<file path="src/pca_pkg.sv">
`default_nettype none
package pca_pkg;
    // Record geometry
    localparam int REC_BYTES = 32;
    localparam int REC_AW = 5;
    localparam int CNT_W = 6;
    localparam logic [CNT_W-1:0] CNT_ZERO = 6'h00;
    localparam logic [CNT_W-1:0] CNT_ONE = 6'h01;
    localparam logic [CNT_W-1:0] CAP_LAST = 6'h1F;
    localparam logic [CNT_W-1:0] REC_CNT = 6'h20;
    localparam logic [7:0] BLK_COUNT_BYTE = 8'h20;
    localparam int REC_BITS = 256;

    // Live parameters: vin, vout, iout, temp_int, temp_ext, freq, duty
    localparam int MON_W = 16;
    localparam int NUM_MON = 7;
    localparam int MON_SEL_W = 3;
    localparam logic [MON_W-1:0] MON_NONE = 16'h0000;

    // Command fields
    localparam int CAP_EN_BIT = 1;
    localparam logic [7:0] STORE_CMD_LOAD = 8'h01;
    localparam logic [7:0] STORE_CMD_SAVE = 8'h02;
    localparam logic [7:0] BYTE_ZERO = 8'h00;

    // Flash write time limit
    localparam int FLASH_WR_MAX_US = 1400;
    localparam int CLK_MHZ = 100;

    typedef enum logic [4:0] {
        ST_IDLE = 5'h01,
        ST_CAP = 5'h02,
        ST_LOAD = 5'h04,
        ST_SAVE = 5'h08,
        ST_READ = 5'h10
    } pca_state_type;
endpackage
`default_nettype wire

</file>
<file path="src/pca_mem.sv">
`timescale 1ns/1ns
`default_nettype none
// Byte store with registered read; the array itself has no reset
module pca_mem #(
    parameter int WIDTH = 8,
    parameter int DEPTH = 32,
    parameter int AW = 5
) (
    input wire logic clk,
    input wire logic rst,
    input wire logic we,
    input wire logic [AW-1:0] waddr,
    input wire logic [WIDTH-1:0] wdata,
    input wire logic [AW-1:0] raddr,
    output logic [WIDTH-1:0] rdata_q
);
    logic [WIDTH-1:0] mem [DEPTH];

    initial begin
        if (DEPTH > (1 << AW) || WIDTH < 1) begin
            $error("pca_mem: depth does not fit the address width");
        end
    end

    // Contents survive reset, standing in for the retained store
    always_ff @(posedge clk) begin
        if (we) begin
            mem[waddr] <= wdata;
        end
    end

    always_ff @(posedge clk or posedge rst) begin
        if (rst) begin
            rdata_q <= '0;
        end else begin
            rdata_q <= mem[raddr];
        end
    end
endmodule
`default_nettype wire

</file>
<file path="src/pca_param_capture.sv">
// Behaviour
// - Config write bit 1 set enables capture, cleared disables it.
// - Captured record leaves as one block read of 32 data bytes.
// - While enabled, each firmware cycle refreshes the record in RAM.
// - Store command 1 copies the flash record into RAM.
// - Store command 2 writes RAM record to flash, only while disabled.
// - A fault set to shut down writes the record to flash automatically.
// - A fault set to retry causes no automatic flash write.
// - A flash write of the record finishes within 1400 us.
// - Flash record survives power cycle for later copy and read.
// - Alert line is pulled low whenever a configured fault occurs.
// - Live voltages, current, temperatures, frequency, duty always readable.
`timescale 1ns/1ns
`default_nettype none
module pca_param_capture #(
    parameter int NUM_FAULT = 8,
    parameter int FLASH_WR_MAX_CYC = pca_pkg::FLASH_WR_MAX_US * pca_pkg::CLK_MHZ
) (
    input wire logic clk,
    input wire logic rst,
    input wire logic misc_cfg_wr,
    input wire logic [7:0] misc_cfg_data,
    input wire logic store_cmd_wr,
    input wire logic [7:0] store_cmd_data,
    input wire logic module_enabled,
    input wire logic fw_cycle_tick,
    input wire logic [pca_pkg::MON_W*pca_pkg::NUM_MON-1:0] live_params,
    input wire logic [NUM_FAULT-1:0] fault_in,
    input wire logic [NUM_FAULT-1:0] fault_shutdown,
    input wire logic clear_faults,
    input wire logic [pca_pkg::MON_SEL_W-1:0] mon_sel,
    output logic [pca_pkg::MON_W-1:0] mon_data_q,
    input wire logic blk_rd_start,
    output logic [7:0] rd_byte_q,
    output logic rd_byte_valid,
    input wire logic rd_byte_ready,
    output logic rd_done,
    output logic capture_en_q,
    output logic flash_busy,
    output logic [NUM_FAULT-1:0] fault_flags_q,
    output logic fault_alert_line_n_out,
    output logic fault_alert_line_n_oe,
    input wire logic fault_alert_line_n_in,
    output logic alert_line_low_q,
    input wire logic ara_req,
    output logic ara_ack
);
    import pca_pkg::*;

    initial begin
        if (NUM_FAULT < 1 || NUM_FAULT > MON_W) begin
            $error("pca_param_capture: NUM_FAULT must be 1 to 16");
        end
        if (FLASH_WR_MAX_CYC < REC_BYTES + 2) begin
            $error("pca_param_capture: FLASH_WR_MAX_CYC too small for a record");
        end
    end

    pca_state_type state_q, state_d;
    logic [CNT_W-1:0] cnt_q, cnt_d;
    logic load_pend_q, save_pend_q, read_pend_q, cap_pend_q;
    logic rd_wait_q;
    logic [NUM_FAULT-1:0] fault_prev_q;
    logic [2:0] alert_sync_q;
    logic [31:0] save_cyc_q;

    // Command decode
    wire cmd_load = store_cmd_wr && (store_cmd_data == STORE_CMD_LOAD);
    wire cmd_save = store_cmd_wr && (store_cmd_data == STORE_CMD_SAVE) && !module_enabled;
    wire [NUM_FAULT-1:0] fault_rise = fault_in & ~fault_prev_q;
    wire shut_hit = |(fault_rise & fault_shutdown);

    wire in_idle = (state_q == ST_IDLE);
    wire in_cap = (state_q == ST_CAP);
    wire in_load = (state_q == ST_LOAD);
    wire in_save = (state_q == ST_SAVE);
    wire in_read = (state_q == ST_READ);

    // Idle arbitration: save, then load, then block read, then refresh
    wire go_save = in_idle && save_pend_q;
    wire go_load = in_idle && !save_pend_q && load_pend_q;
    wire go_read = in_idle && !save_pend_q && !load_pend_q && read_pend_q;
    wire go_cap = in_idle && !save_pend_q && !load_pend_q && !read_pend_q
        && cap_pend_q && capture_en_q;

    wire rd_xfer = rd_byte_valid && rd_byte_ready;
    wire rd_last = in_read && rd_xfer && (cnt_q == REC_CNT);
    wire copy_wr = (in_load || in_save) && (cnt_q != CNT_ZERO);
    wire [REC_AW-1:0] copy_waddr = REC_AW'(cnt_q - CNT_ONE);

    // Live record image: parameters, then latched fault word, then zeros
    wire [REC_BITS-1:0] live_rec = REC_BITS'({MON_W'(fault_flags_q), live_params});
    wire [7:0] live_byte = live_rec[{cnt_q[REC_AW-1:0], 3'h0} +: 8];

    wire [7:0] ram_rdata;
    wire [7:0] flash_rdata;
    wire ram_we = in_cap || (in_load && copy_wr);
    wire [REC_AW-1:0] ram_waddr = in_cap ? cnt_q[REC_AW-1:0] : copy_waddr;
    wire [7:0] ram_wdata = in_cap ? live_byte : flash_rdata;
    wire flash_we = in_save && copy_wr;

    pca_mem #(.WIDTH(8), .DEPTH(REC_BYTES), .AW(REC_AW)) u_ram (
        .clk(clk),
        .rst(rst),
        .we(ram_we),
        .waddr(ram_waddr),
        .wdata(ram_wdata),
        .raddr(cnt_q[REC_AW-1:0]),
        .rdata_q(ram_rdata)
    );

    pca_mem #(.WIDTH(8), .DEPTH(REC_BYTES), .AW(REC_AW)) u_flash (
        .clk(clk),
        .rst(rst),
        .we(flash_we),
        .waddr(copy_waddr),
        .wdata(ram_rdata),
        .raddr(cnt_q[REC_AW-1:0]),
        .rdata_q(flash_rdata)
    );

    always_comb begin
        state_d = state_q;
        cnt_d = cnt_q;
        case (state_q)
            ST_IDLE: begin
                if (go_save) begin
                    state_d = ST_SAVE;
                    cnt_d = CNT_ZERO;
                end else if (go_load) begin
                    state_d = ST_LOAD;
                    cnt_d = CNT_ZERO;
                end else if (go_read) begin
                    state_d = ST_READ;
                    cnt_d = CNT_ZERO;
                end else if (go_cap) begin
                    state_d = ST_CAP;
                    cnt_d = CNT_ZERO;
                end
            end
            ST_CAP: begin
                if (cnt_q == CAP_LAST) begin
                    state_d = ST_IDLE;
                end else begin
                    cnt_d = cnt_q + CNT_ONE;
                end
            end
            ST_LOAD, ST_SAVE: begin
                if (cnt_q == REC_CNT) begin
                    state_d = ST_IDLE;
                end else begin
                    cnt_d = cnt_q + CNT_ONE;
                end
            end
            ST_READ: begin
                if (rd_last) begin
                    state_d = ST_IDLE;
                end else if (rd_wait_q) begin
                    cnt_d = cnt_q + CNT_ONE;
                end
            end
            default: begin
                state_d = ST_IDLE;
            end
        endcase
    end

    always_ff @(posedge clk or posedge rst) begin
        if (rst) begin
            state_q <= ST_IDLE;
            cnt_q <= CNT_ZERO;
        end else begin
            state_q <= state_d;
            cnt_q <= cnt_d;
        end
    end

    // Pending requests; a new request wins over the clear of its flag
    always_ff @(posedge clk or posedge rst) begin
        if (rst) begin
            load_pend_q <= 1'b0;
            save_pend_q <= 1'b0;
            read_pend_q <= 1'b0;
            cap_pend_q <= 1'b0;
        end else begin
            load_pend_q <= cmd_load || (load_pend_q && !go_load);
            save_pend_q <= cmd_save || shut_hit || (save_pend_q && !go_save);
            read_pend_q <= blk_rd_start || (read_pend_q && !go_read);
            cap_pend_q <= (fw_cycle_tick && capture_en_q)
                || (cap_pend_q && !go_cap && capture_en_q);
        end
    end

    always_ff @(posedge clk or posedge rst) begin
        if (rst) begin
            capture_en_q <= 1'b0;
        end else if (misc_cfg_wr) begin
            capture_en_q <= misc_cfg_data[CAP_EN_BIT];
        end
    end

    // Block read: count byte first, then record bytes with one-cycle fetch
    always_ff @(posedge clk or posedge rst) begin
        if (rst) begin
            rd_byte_q <= BYTE_ZERO;
            rd_byte_valid <= 1'b0;
            rd_wait_q <= 1'b0;
        end else if (go_read) begin
            rd_byte_q <= BLK_COUNT_BYTE;
            rd_byte_valid <= 1'b1;
        end else if (rd_last) begin
            rd_byte_valid <= 1'b0;
        end else if (in_read && rd_xfer) begin
            rd_byte_valid <= 1'b0;
            rd_wait_q <= 1'b1;
        end else if (rd_wait_q) begin
            rd_byte_q <= ram_rdata;
            rd_byte_valid <= 1'b1;
            rd_wait_q <= 1'b0;
        end
    end

    assign rd_done = rd_last;
    assign flash_busy = in_load || in_save;

    wire mon_ok = (mon_sel < MON_SEL_W'(NUM_MON));
    wire [MON_W-1:0] mon_d = mon_ok ? live_params[{mon_sel, 4'h0} +: MON_W] : MON_NONE;

    always_ff @(posedge clk or posedge rst) begin
        if (rst) begin
            mon_data_q <= MON_NONE;
        end else begin
            mon_data_q <= mon_d;
        end
    end

    // Fault latch and alert drive
    always_ff @(posedge clk or posedge rst) begin
        if (rst) begin
            fault_prev_q <= '0;
            fault_flags_q <= '0;
        end else begin
            fault_prev_q <= fault_in;
            fault_flags_q <= fault_rise | (fault_flags_q & ~{NUM_FAULT{clear_faults}});
        end
    end

    assign fault_alert_line_n_out = 1'b0;
    assign fault_alert_line_n_oe = |fault_flags_q;
    assign ara_ack = ara_req && fault_alert_line_n_oe;

    // Shared line level, three-stage synchroniser
    always_ff @(posedge clk or posedge rst) begin
        if (rst) begin
            alert_sync_q <= 3'h7;
            alert_line_low_q <= 1'b0;
        end else begin
            alert_sync_q <= {alert_sync_q[1:0], fault_alert_line_n_in};
            if (alert_sync_q[1] == alert_sync_q[2]) begin
                alert_line_low_q <= !alert_sync_q[2];
            end
        end
    end

    // Helper: cycles spent writing flash
    always_ff @(posedge clk or posedge rst) begin
        if (rst) begin
            save_cyc_q <= '0;
        end else if (in_save) begin
            save_cyc_q <= save_cyc_q + 32'h1;
        end else begin
            save_cyc_q <= '0;
        end
    end
endmodule
`default_nettype wire

</file>
<file path="config.mk">
export PLATFORM = sky130hd
export DESIGN_NAME = pca_param_capture
export DESIGN_NICKNAME = d
export VERILOG_FILES = /design/src/pca_pkg.sv /design/src/pca_mem.sv /design/src/pca_param_capture.sv
export SDC_FILE = /design/constraint.sdc
export NUM_CORES = 1
export LEC_CHECK = 0
export ABC_AREA = 0
export CAP_MARGIN = 20
export CORE_AREA = 5 5 195 385
export CTS_CLUSTER_DIAMETER = 60
export DETAILED_ROUTE_END_ITERATION = 8
export DIE_AREA = 0 0 200 390
export DONT_BUFFER_PORTS = 1
export GPL_ROUTABILITY_DRIVEN = 0
export PLACE_DENSITY = 0.49
export SYNTH_ARGS = -nofsm -noshare
export SYNTH_HDL_FRONTEND = slang
export SYNTH_SLANG_ARGS = --single-unit
export TNS_END_PERCENT = 20
</file>
<file path="constraint.sdc">
create_clock -name clk -period 3.2 [get_ports clk]
set_input_delay 0.48 -clock clk [delete_from_list [all_inputs] [get_ports clk]]
set_output_delay 0.48 -clock clk [all_outputs]
set_load 0.005 [all_outputs]
</file>
==> flow_metrics.env, run 1 <==
export IMPL_cp_start_kind="flip-flop"
export IMPL_use_met3_pct=2.11
export IMPL_fin_skew_ns=0.0209
export IMPL_synthCells=1312
export IMPL_whs_path_depth=2
export IMPL_maxCapViolations=0
export IMPL_core_area_sq_um=71700
export IMPL_num_rows=139
export IMPL_hold_path_class="input port to flip-flop"
export IMPL_port_buffers=0
export IMPL_synth_area_sq_um=24800
export IMPL_clk_pin_slew_ns=0.07
export IMPL_instances_no_fill=2357
export IMPL_r2r_slack_ns=0.14
export IMPL_cts_buffers=50
export IMPL_numClockSinks=590
export IMPL_ys_types=62
export IMPL_use_met1_pct=17.9
export IMPL_synth_largest_area_cell="edfxtp_1"
export IMPL_dpl_hpwl_mm=43.8
export IMPL_critical_path_class="flip-flop to flip-flop"
export IMPL_vias_per_cell=5.41
export IMPL_rsz0062_at_grt="false"
export IMPL_finalHoldViolCount=0
export IMPL_required_ns=3.42
export IMPL_drc=0
export IMPL_slew_viol_final=0
export IMPL_final_common_cell="edfxtp_1"
export IMPL_r2r_cells=8
export IMPL_arrival_ns=3.28
export IMPL_totalWireLength_mm=65.5
export IMPL_hp_start="fault_in[6]"
export IMPL_tightest_slew_ns=0.959
export IMPL_antenna_cells=0
export IMPL_finalSetupViolCount=0
export IMPL_crit_fanout=8
export IMPL_layout_common_cells="edfxtp_1 (512), mux4_2 (198), nor2_1 (112)"
export IMPL_vias=12800
export IMPL_reg2reg_to="u_flash.mem[18][4]$_DFFE_PP_"
export IMPL_grt_busiest_layer="met2"
export IMPL_r2r_start="cnt_q[0]$_DFFE_PP0P_"
export IMPL_grt_pass1_wl_mm=94.1
export IMPL_nets=1564
export IMPL_start_util_pct=34.6
export IMPL_post_layout_total_power_uw=19100
export IMPL_synthFlopType="edfxtp_1"
export IMPL_seq_area_frac_synth_pct=69.8
export IMPL_dp_cells=2247
export IMPL_wl_per_cell_um=27.8
export IMPL_syn_num_nets=1475
export IMPL_async_reset_ff_share_pct=13.2
export IMPL_period_share_pct=95.6
export IMPL_peakVddDrop_mv=0.505
export IMPL_clock_root_buffer="clkbuf_16"
export IMPL_fmax_ghz=0.327
export IMPL_end_kind="flip-flop"
export IMPL_crit_start="cnt_q[0]$_DFFE_PP0P_"
export IMPL_die_area_sq_um=78000
export IMPL_areaGrowthSynthToFinish_pct=13.6
export IMPL_leakage_uw=0.00889
export IMPL_cts_tree="yes"
export IMPL_cts_htree_levels=2
export IMPL_pin_count=198
export IMPL_ys_warn_count=0
export IMPL_die_x_um=200
export IMPL_p_per_area_nw_per_um2=677
export IMPL_grt_max_degree=84
export IMPL_cts_setup_buffers=0
export IMPL_synth_edf_count=512
export IMPL_ys_top_cells_by_area="edfxtp_1 (62%), mux4_2 (18%), dfrtp_1 (7.5%), mux2i_1 (1.9%), nor2_1 (1.7%)"
export IMPL_grt_pass1_vias=13900
export IMPL_antenna_found_initial=0
export IMPL_whs_ns=0.0357
export IMPL_drt_initial_drc_count=875
export IMPL_min_period_ns=3.06
export IMPL_drive_gt1_share_pct=27.3
export IMPL_die_h_um=390
export IMPL_synth_area_per_cell_sq_um=18.9
export IMPL_outcome="complete, no violations"
export IMPL_clockBufferDepth=3
export IMPL_drt_first_pass_iters=5
export IMPL_min_to="fault_flags_q[6]$_DFF_PP0_"
export IMPL_grt_use_total_pct=16.4
export IMPL_clk_latency_ns=0.60
export IMPL_grt_remaining_overflow=0
export IMPL_slew_headroom_pct=36.1
export IMPL_ant_nets=0
export IMPL_grt_util_met2_pct=31.6
export IMPL_netlist_area_leader_share_pct=61.9
export IMPL_ys_ff_latch=590
## synthesized netlist by cell type (2+ instances only)
master     instances
and3_1             3
a22o_1            17
nor2b_1            5
nand3b_1           9
dfrtp_1           74
buf_1             10
nand2b_1           4
and2_1             3
buf_2             34
o211ai_1           3
clkbuf_1          29
o31a_1             2
mux4_2           198
nand2_1           42
o21ai_0            9
ha_1               5
a21oi_1           41
a31oi_1            3
mux2i_1           46
nor3_1            10
nand4_1            5
dfstp_2            4
a221oi_1          11
nor2_1           113
buf_4              5
edfxtp_1         512
a32o_1             2
o22ai_1            9
nand3_1           15
nor4b_1            4
or3_1              4
a211oi_1           4
a21o_1             2
nor3b_1            6
o2bb2ai_1         10
nor4_1             4
xnor2_1            2
inv_1             29
## layout make-up
cell class	count	area, sq um
fillers	6449	43400
clock buffers	61	1310
multi-input cells	613	7020
well taps	916	1150
inverters	30	114
flip-flops and latches	590	17300
repair buffers	116	1050
clock inverters	31	220
## cells by family (layout without fill, tap and decap cells)
group | Yosys count | in the layout | synth area share (%)
flip-flops | 590 | 590 | 69.8
multiplexers | 245 | 245 | 19.9
AND/OR/NAND/NOR | 234 | 234 | 4.41
AO/OA/AOI/OAI | 125 | 125 | 3.59
buffers and inverters | 109 | 238 | 1.93
adder cells (fa/ha/maj) | 5 | 5 | 0.252
XOR/XNOR | 3 | 3 | 0.106
other | 1 | 1 | 0.0151
## report_power, final
group	internal, uW	switching, uW	total [uW]
logic	1630	2280	3900
clock network	3090	2780	5870
registers	9070	244	9310
total	13800	5300	19100
## worst max-delay path by stage
stage	slack, ns	end	cells past startpoint
floorplan	-0.10	u_ram.mem[2][0]$_DFFE_PP_	10
global placement	0.14	u_flash.mem[18][4]$_DFFE_PP_	8
detailed placement	0.14	u_flash.mem[14][3]$_DFFE_PP_	8
CTS	0.11	u_flash.mem[14][4]$_DFFE_PP_	8
global route	0.01	u_flash.mem[18][2]$_DFFE_PP_	8
finish	0.14	u_flash.mem[18][4]$_DFFE_PP_	8
## metal layers
layer  up-vias  wire, um  part of all wire, %
li1       5535         -                    -
met1      6748     22700                   35
met2       397     37000                   56
met3        83      3370                  5.1
met4         0      2430                  3.7
met5         -         0                    0
## stage by stage
step | area [sq um] | utilization (%) | setup WS (ns) | setup TNS [ns]
global route | 28200 | 39.4 | 0.0136 | 0
detailed placement | 26400 | 36.9 | 0.135 | 0
floorplan | 24800 | - | -0.102 | -3.27
CTS | 28100 | 39.2 | 0.113 | 0
global placement | 26400 | 36.9 | 0.136 | 0
finish | 28200 | 39.4 | 0.141 | 0
## sequential cells by signal (all words and copies together), names as in the netlist
signal,cells
alert_sync_q,3
read_pend_q,1
state_q,5
rd_byte_valid,1
u_flash.rdata_q,8
u_ram.mem,256
mon_data_q,16
save_pend_q,1
cnt_q,6
cap_pend_q,1
u_flash.mem,256
alert_line_low_q,1
fault_flags_q,8
capture_en_q,1
rd_wait_q,1
load_pend_q,1
rd_byte_q,8
fault_prev_q,8
u_ram.rdata_q,8
## critical path, cell delays in order, from the launching register on
cell	delay, ns
dfrtp_4	0.48
clkinv_1	0.19
ha_1	0.27
or4b_1	0.23
o21ai_0	0.09
nor3_1	0.32
buf_4	0.20
nand2_1	0.21
nor2_1	0.70
## timing repair
action / CTS / global route
hold buffers: 14 / 0
gates resized for setup: 0 / 1
endpoints found under the hold margin: 61 / 0
setup endpoints to repair: 0 / 8
Note: power is estimated with default switching activity, not from simulation.
==> inputs of run 2 (changes only) <==
- HOLD_SLACK_MARGIN: not set -> 0.12
==> run 2 against run 1 <==
Compared with the run above: sequential power about the same; clock power about the same; highest routed layer unchanged; cell area up 0.92%; routed wire length about the same; setup slack worse by 0.019 ns; utilization up 0.36 points; register-to-register slack worse by 0.02 ns; die area unchanged; combinational power up 1%.
==> flow_metrics.env, run 2 (same netlist as run 1, synthesis figures left out) <==
export IMPL_grt_max_degree=84
export IMPL_period_share_pct=96.2
export IMPL_antenna_cells=0
export IMPL_pwr_share_seq_pct=48.7
export IMPL_slew_viol_final=0
export IMPL_grt_use_total_pct=16.4
export IMPL_finalSetupViolCount=0
export IMPL_min_period_ns=3.08
export IMPL_hold_path_class="input port to flip-flop"
export IMPL_ant_nets=0
export IMPL_totalWireLength_mm=65.6
export IMPL_pre_cts_slack_ns=0.135
export IMPL_netSwitchingPower_uw=5320
export IMPL_crit_fanout=8
export IMPL_vias_per_cell=5.39
export IMPL_clockBufferDepth=3
export IMPL_leakage_uw=0.00900
export IMPL_fin_ws_ns=0.122
export IMPL_grt_remaining_overflow=0
export IMPL_p_sw_share_pct=27.8
export IMPL_dpl_hpwl_mm=43.8
export IMPL_peakVddDrop_mv=0.502
export IMPL_nFillCells=6430
export IMPL_grt_pass1_wl_mm=94.1
export IMPL_drive_gt1_share_pct=26.9
export IMPL_p_int_uw=13800
export IMPL_nets=1589
export IMPL_reg_largest_list="u_flash.mem x256, u_ram.mem x256, mon_data_q x16"
export IMPL_fmax_ghz=0.325
export IMPL_drt_initial_drc_count=871
export IMPL_critical_path_class="flip-flop to flip-flop"
export IMPL_outcome="complete, no violations"
export IMPL_slew_headroom_pct=36.6
export IMPL_arrival_ns=3.30
export IMPL_num_rows=139
export IMPL_drc=0
export IMPL_dr_wl_met2_mm=36.6
export IMPL_drt_first_pass_iters=5
export IMPL_pwr_share_comb_pct=20.7
export IMPL_pin_count=198
export IMPL_final_common_cell="edfxtp_1"
export IMPL_required_ns=3.42
export IMPL_wl_met3_mm=3.41
export IMPL_p_per_area_nw_per_um2=672
export IMPL_final_util_pct=39.7
export IMPL_die_area_sq_um=78000
export IMPL_layout_common_cells="edfxtp_1 (512), mux4_2 (198), nor2_1 (112)"
export IMPL_wl_per_cell_um=27.5
export IMPL_clock_root_buffer="clkbuf_16"
export IMPL_tns_ns=0
export IMPL_fin_skew_ns=0.0201
export IMPL_instances_no_fill=2382
export IMPL_cts_buffers=50
export IMPL_power_clock_fraction_pct=30.7
export IMPL_areaGrowthSynthToFinish_pct=14.7
export IMPL_tightest_slew_ns=0.951
export IMPL_post_layout_total_power_uw=19100
export IMPL_top_layer="met4"
export IMPL_core_area_sq_um=71700
export IMPL_grt_pass1_vias=14000
export IMPL_die_x_um=200
export IMPL_cp_start_kind="flip-flop"
export IMPL_clk_pin_slew_ns=0.07
export IMPL_rsz0062_at_grt="false"
export IMPL_port_buffers=0
export IMPL_clk_latency_ns=0.60
export IMPL_numClockSinks=590
export IMPL_die_h_um=390
export IMPL_cts_tree="yes"
export IMPL_finalHoldViolCount=0
export IMPL_dp_cells=2247
export IMPL_maxCapViolations=0
export IMPL_antenna_found_initial=0
export IMPL_vias=12800
export IMPL_end_kind="flip-flop"
export IMPL_cts_htree_levels=2
export IMPL_start_util_pct=34.6
export IMPL_met1_length_mm=23.0
[run 2: timing repair]
action                                  CTS  global route
gates resized for setup                   0             1
endpoints found under the hold margin    64             0
endpoints found under the setup margin    0             8
hold buffers                             39             0
buffers inserted                          0             0
[run 2: power groups by stage]
stage	Clock (uW)	Sequential, uW	Combinational [uW]
after detailed placement	0	9610	3790
after global placement	0	9590	3730
after CTS	6060	9450	3860
final	5870	9320	3950
after global routing	6330	9330	4250
after floorplan	0	9470	2440
[run 2: layer usage]
metal	up-vias	track usage, %
met1	6777	18.0
met4	0	6.49
met3	85	2.09
met2	406	31.4
li1	5577	-
met5	-	0
[run 2: critical path, stage by stage, from the launching register on]
cell and delay [ns]:
dfrtp_4 0.48, clkinv_1 0.19, ha_1 0.26, or4b_1 0.23, o21ai_0 0.09, nor3_1 0.33, buf_4 0.20, nand2_1 0.21
nor2_1 0.70
[run 2: per-stage QoR]
step	hold WS [ns]	area (sq um)
6_report	0.153	28500
5_1_grt	0.149	28500
4_1_cts	0.123	28400
3_5_place_dp	0.350	26400
3_3_place_gp	0.349	26400
2_1_floorplan	0.345	24800
[run 2: path summary, 6_finish.rpt]
kind                                           endpoint  slack [ns]  cells after the start                      start
max reg2reg                u_flash.mem[18][4]$_DFFE_PP_        0.12                      8       cnt_q[0]$_DFFE_PP0P_
max in group asynchronous     alert_sync_q[0]$_DFF_PP1_        1.95                      3                        rst
min in group asynchronous    fault_flags_q[2]$_DFF_PP0_        0.38                      2                        rst
min                             mon_data_q[9]$_DFF_PP0_        0.15                      3                 mon_sel[0]
max                        u_flash.mem[18][4]$_DFFE_PP_        0.12                      8       cnt_q[0]$_DFFE_PP0P_
min reg2reg                   alert_sync_q[1]$_DFF_PP1_        0.36                      0  alert_sync_q[0]$_DFF_PP1_
[run 2: cell type report]
type / count / area, sq um / area share [%]
flip-flops and latches: 590 / 17300 / 60.9
multi-input cells: 613 / 7020 / 24.7
clock buffers: 61 / 1310 / 4.61
repair buffers: 141 / 1310 / 4.60
well taps: 916 / 1150 / 4.03
clock inverters: 31 / 220 / 0.774
inverters: 30 / 114 / 0.400
==> inputs of run 3 (changes only) <==
- CORE_AREA: 5 5 195 385 -> 5 5 154 304
- DIE_AREA: 0 0 200 390 -> 0 0 159 309
- PLACE_DENSITY: 0.49 -> 0.74
==> run 3 against run 2 <==
Compared with the run above: clock power rose by 4.1%; via count rose by 1.5%; total power rose by 0.47%; register-to-register slack got worse by 0.096 ns; utilization rose by 24 points; combinational power fell by 5.6%; fmax fell by 3.0%; critical endpoint is now u_flash.mem[29][6]$_DFFE_PP_; largest cell class unchanged.
==> flow_metrics.env, run 3 (same netlist as run 1, synthesis figures left out) <==
export IMPL_peakVddDrop_mv=0.537
export IMPL_drt_first_pass_iters=7
export IMPL_start_util_pct=56.3
export IMPL_leakage_uw=0.00892
export IMPL_core_area_sq_um=44100
export IMPL_dp_cells=1861
export IMPL_cts_buffers=49
export IMPL_vias_per_cell=6.56
export IMPL_required_ns=3.40
export IMPL_critical_path_class="flip-flop to flip-flop"
export IMPL_end_kind="flip-flop"
export IMPL_power_clock_fraction_pct=31.8
export IMPL_cts_tree="yes"
export IMPL_pin_count=198
export IMPL_grt_pass1_vias=13900
export IMPL_p_sw_share_pct=26.6
export IMPL_crit_fanout=8
export IMPL_nets=1554
export IMPL_arrival_ns=3.38
export IMPL_finalSetupViolCount=0
export IMPL_grt_max_degree=91
export IMPL_maxCapViolations=0
export IMPL_slew_headroom_pct=25.1
export IMPL_drive_gt1_share_pct=26.6
export IMPL_areaGrowthSynthToFinish_pct=12.4
export IMPL_slew_viol_final=0
export IMPL_die_x_um=159
export IMPL_reg_largest_list="u_flash.mem x256, u_ram.mem x256, mon_data_q x16"
export IMPL_drt_initial_drc_count=1168
export IMPL_dpl_hpwl_mm=40.4
export IMPL_port_buffers=0
export IMPL_tightest_slew_ns=1.12
export IMPL_outcome="complete, no violations"
export IMPL_cp_start_kind="flip-flop"
export IMPL_instances_no_fill=1987
export IMPL_vias=13000
export IMPL_pwr_share_comb_pct=19.4
export IMPL_die_area_sq_um=49100
export IMPL_fmax_ghz=0.315
export IMPL_wl_per_cell_um=29.8
export IMPL_clk_latency_ns=0.58
export IMPL_die_h_um=309
export IMPL_final_common_cell="edfxtp_1"
export IMPL_grt_remaining_overflow=0
export IMPL_netSwitchingPower_uw=5120
export IMPL_fin_skew_ns=0.0172
export IMPL_p_per_area_nw_per_um2=690
export IMPL_period_share_pct=99.2
export IMPL_num_rows=109
export IMPL_ant_nets=0
export IMPL_finalHoldViolCount=0
export IMPL_min_period_ns=3.17
export IMPL_pwr_share_seq_pct=48.8
export IMPL_cts_htree_levels=2
export IMPL_rsz0062_at_grt="true"
export IMPL_hold_path_class="input port to flip-flop"
export IMPL_tns_ns=0
export IMPL_clockBufferDepth=3
export IMPL_grt_use_total_pct=24.0
export IMPL_antenna_cells=0
export IMPL_grt_pass1_wl_mm=88.6
export IMPL_antenna_found_initial=0
export IMPL_p_int_uw=14100
export IMPL_cts_setup_buffers=0
export IMPL_clock_root_buffer="clkbuf_16"
export IMPL_numClockSinks=590
export IMPL_drc=0
export IMPL_clk_pin_slew_ns=0.07
export IMPL_totalWireLength_mm=59.2
export IMPL_layout_common_cells="edfxtp_1 (512), mux4_2 (198), nor2_1 (110)"
==> run 3: changes by cell type in the layout (fill, tap and decap cells not counted), sizes merged <==
cell	delta
dlygate4sd3	-11
clkinvlp	-2
clkinv	-8
buf	-23
bufinv	+3
clkbuf	+5
inv	+2
==> run 3: critical path, stage by stage, from the launching register on <==
cell	delay [ns]
dfrtp_4	0.48
clkinv_1	0.06
buf_4	0.18
ha_1	0.42
inv_1	0.19
o31ai_1	0.58
nand2_1	0.22
nor2_1	0.66
==> run 3: timing repair <==
action                                 CTS  global route
setup endpoints to repair                0            39
gates resized for setup                  0             3
endpoints found under the hold margin   70             0
hold buffers                            28             0
==> run 3: path summary, 6_finish.rpt <==
kind                                            from                           end  slack (ns)  depth (start not counted)
max                             cnt_q[0]$_DFFE_PP0P_  u_flash.mem[29][6]$_DFFE_PP_        0.03                          7
min                                  live_params[87]       mon_data_q[7]$_DFF_PP0_        0.15                          2
max reg2reg                     cnt_q[0]$_DFFE_PP0P_  u_flash.mem[29][6]$_DFFE_PP_        0.03                          7
min reg2reg                alert_sync_q[0]$_DFF_PP1_     alert_sync_q[1]$_DFF_PP1_        0.36                          0
max in group asynchronous                        rst     alert_sync_q[0]$_DFF_PP1_        1.98                          3
min in group asynchronous                        rst         load_pend_q$_DFF_PP0_        0.45                          2
==> run 3: final cells by class <==
type | instances | area, sq um
repair buffers | 107 | 1050
clock inverters | 26 | 304
clock buffers | 66 | 1350
fillers | 2889 | 16200
multi-input cells | 613 | 7030
inverters | 30 | 114
flip-flops and latches | 590 | 17300
well taps | 555 | 694
==> run 3: routing by layer <==
layer | GRT usage [%] | routed length [um] | vias up
met5 | 0 | 0 | -
met4 | 11.0 | 3170 | 0
met3 | 4.12 | 3710 | 140
met2 | 45.2 | 32900 | 606
met1 | 26.2 | 19400 | 6780
li1 | - | - | 5516
==> run 3: power by group through the flow <==
| stage | sequential (uW) | combinational, uW | clock (uW) |
|---|---|---|---|
| after global placement | 9690 | 3320 | 0 |
| after CTS | 9560 | 3460 | 6200 |
| after global routing | 9400 | 3980 | 6520 |
| after floorplan | 9470 | 2440 | 0 |
| after detailed placement | 9720 | 3380 | 0 |
| final | 9380 | 3730 | 6110 |
==> run 3: stage by stage <==
stage	utilization, %	worst slack [ns]	hold slack, ns	total power (uW)	cell area (sq um)
after floorplan	-	-0.102	0.345	11900	24800
after global placement	58.5	0.184	0.347	13000	25800
after detailed placement	58.5	0.0736	0.350	13100	25800
after CTS	62.9	0.0496	0.123	19200	27700
after global routing	63.3	-0.0851	0.138	19900	27900
final	63.3	0.0260	0.147	19200	27900
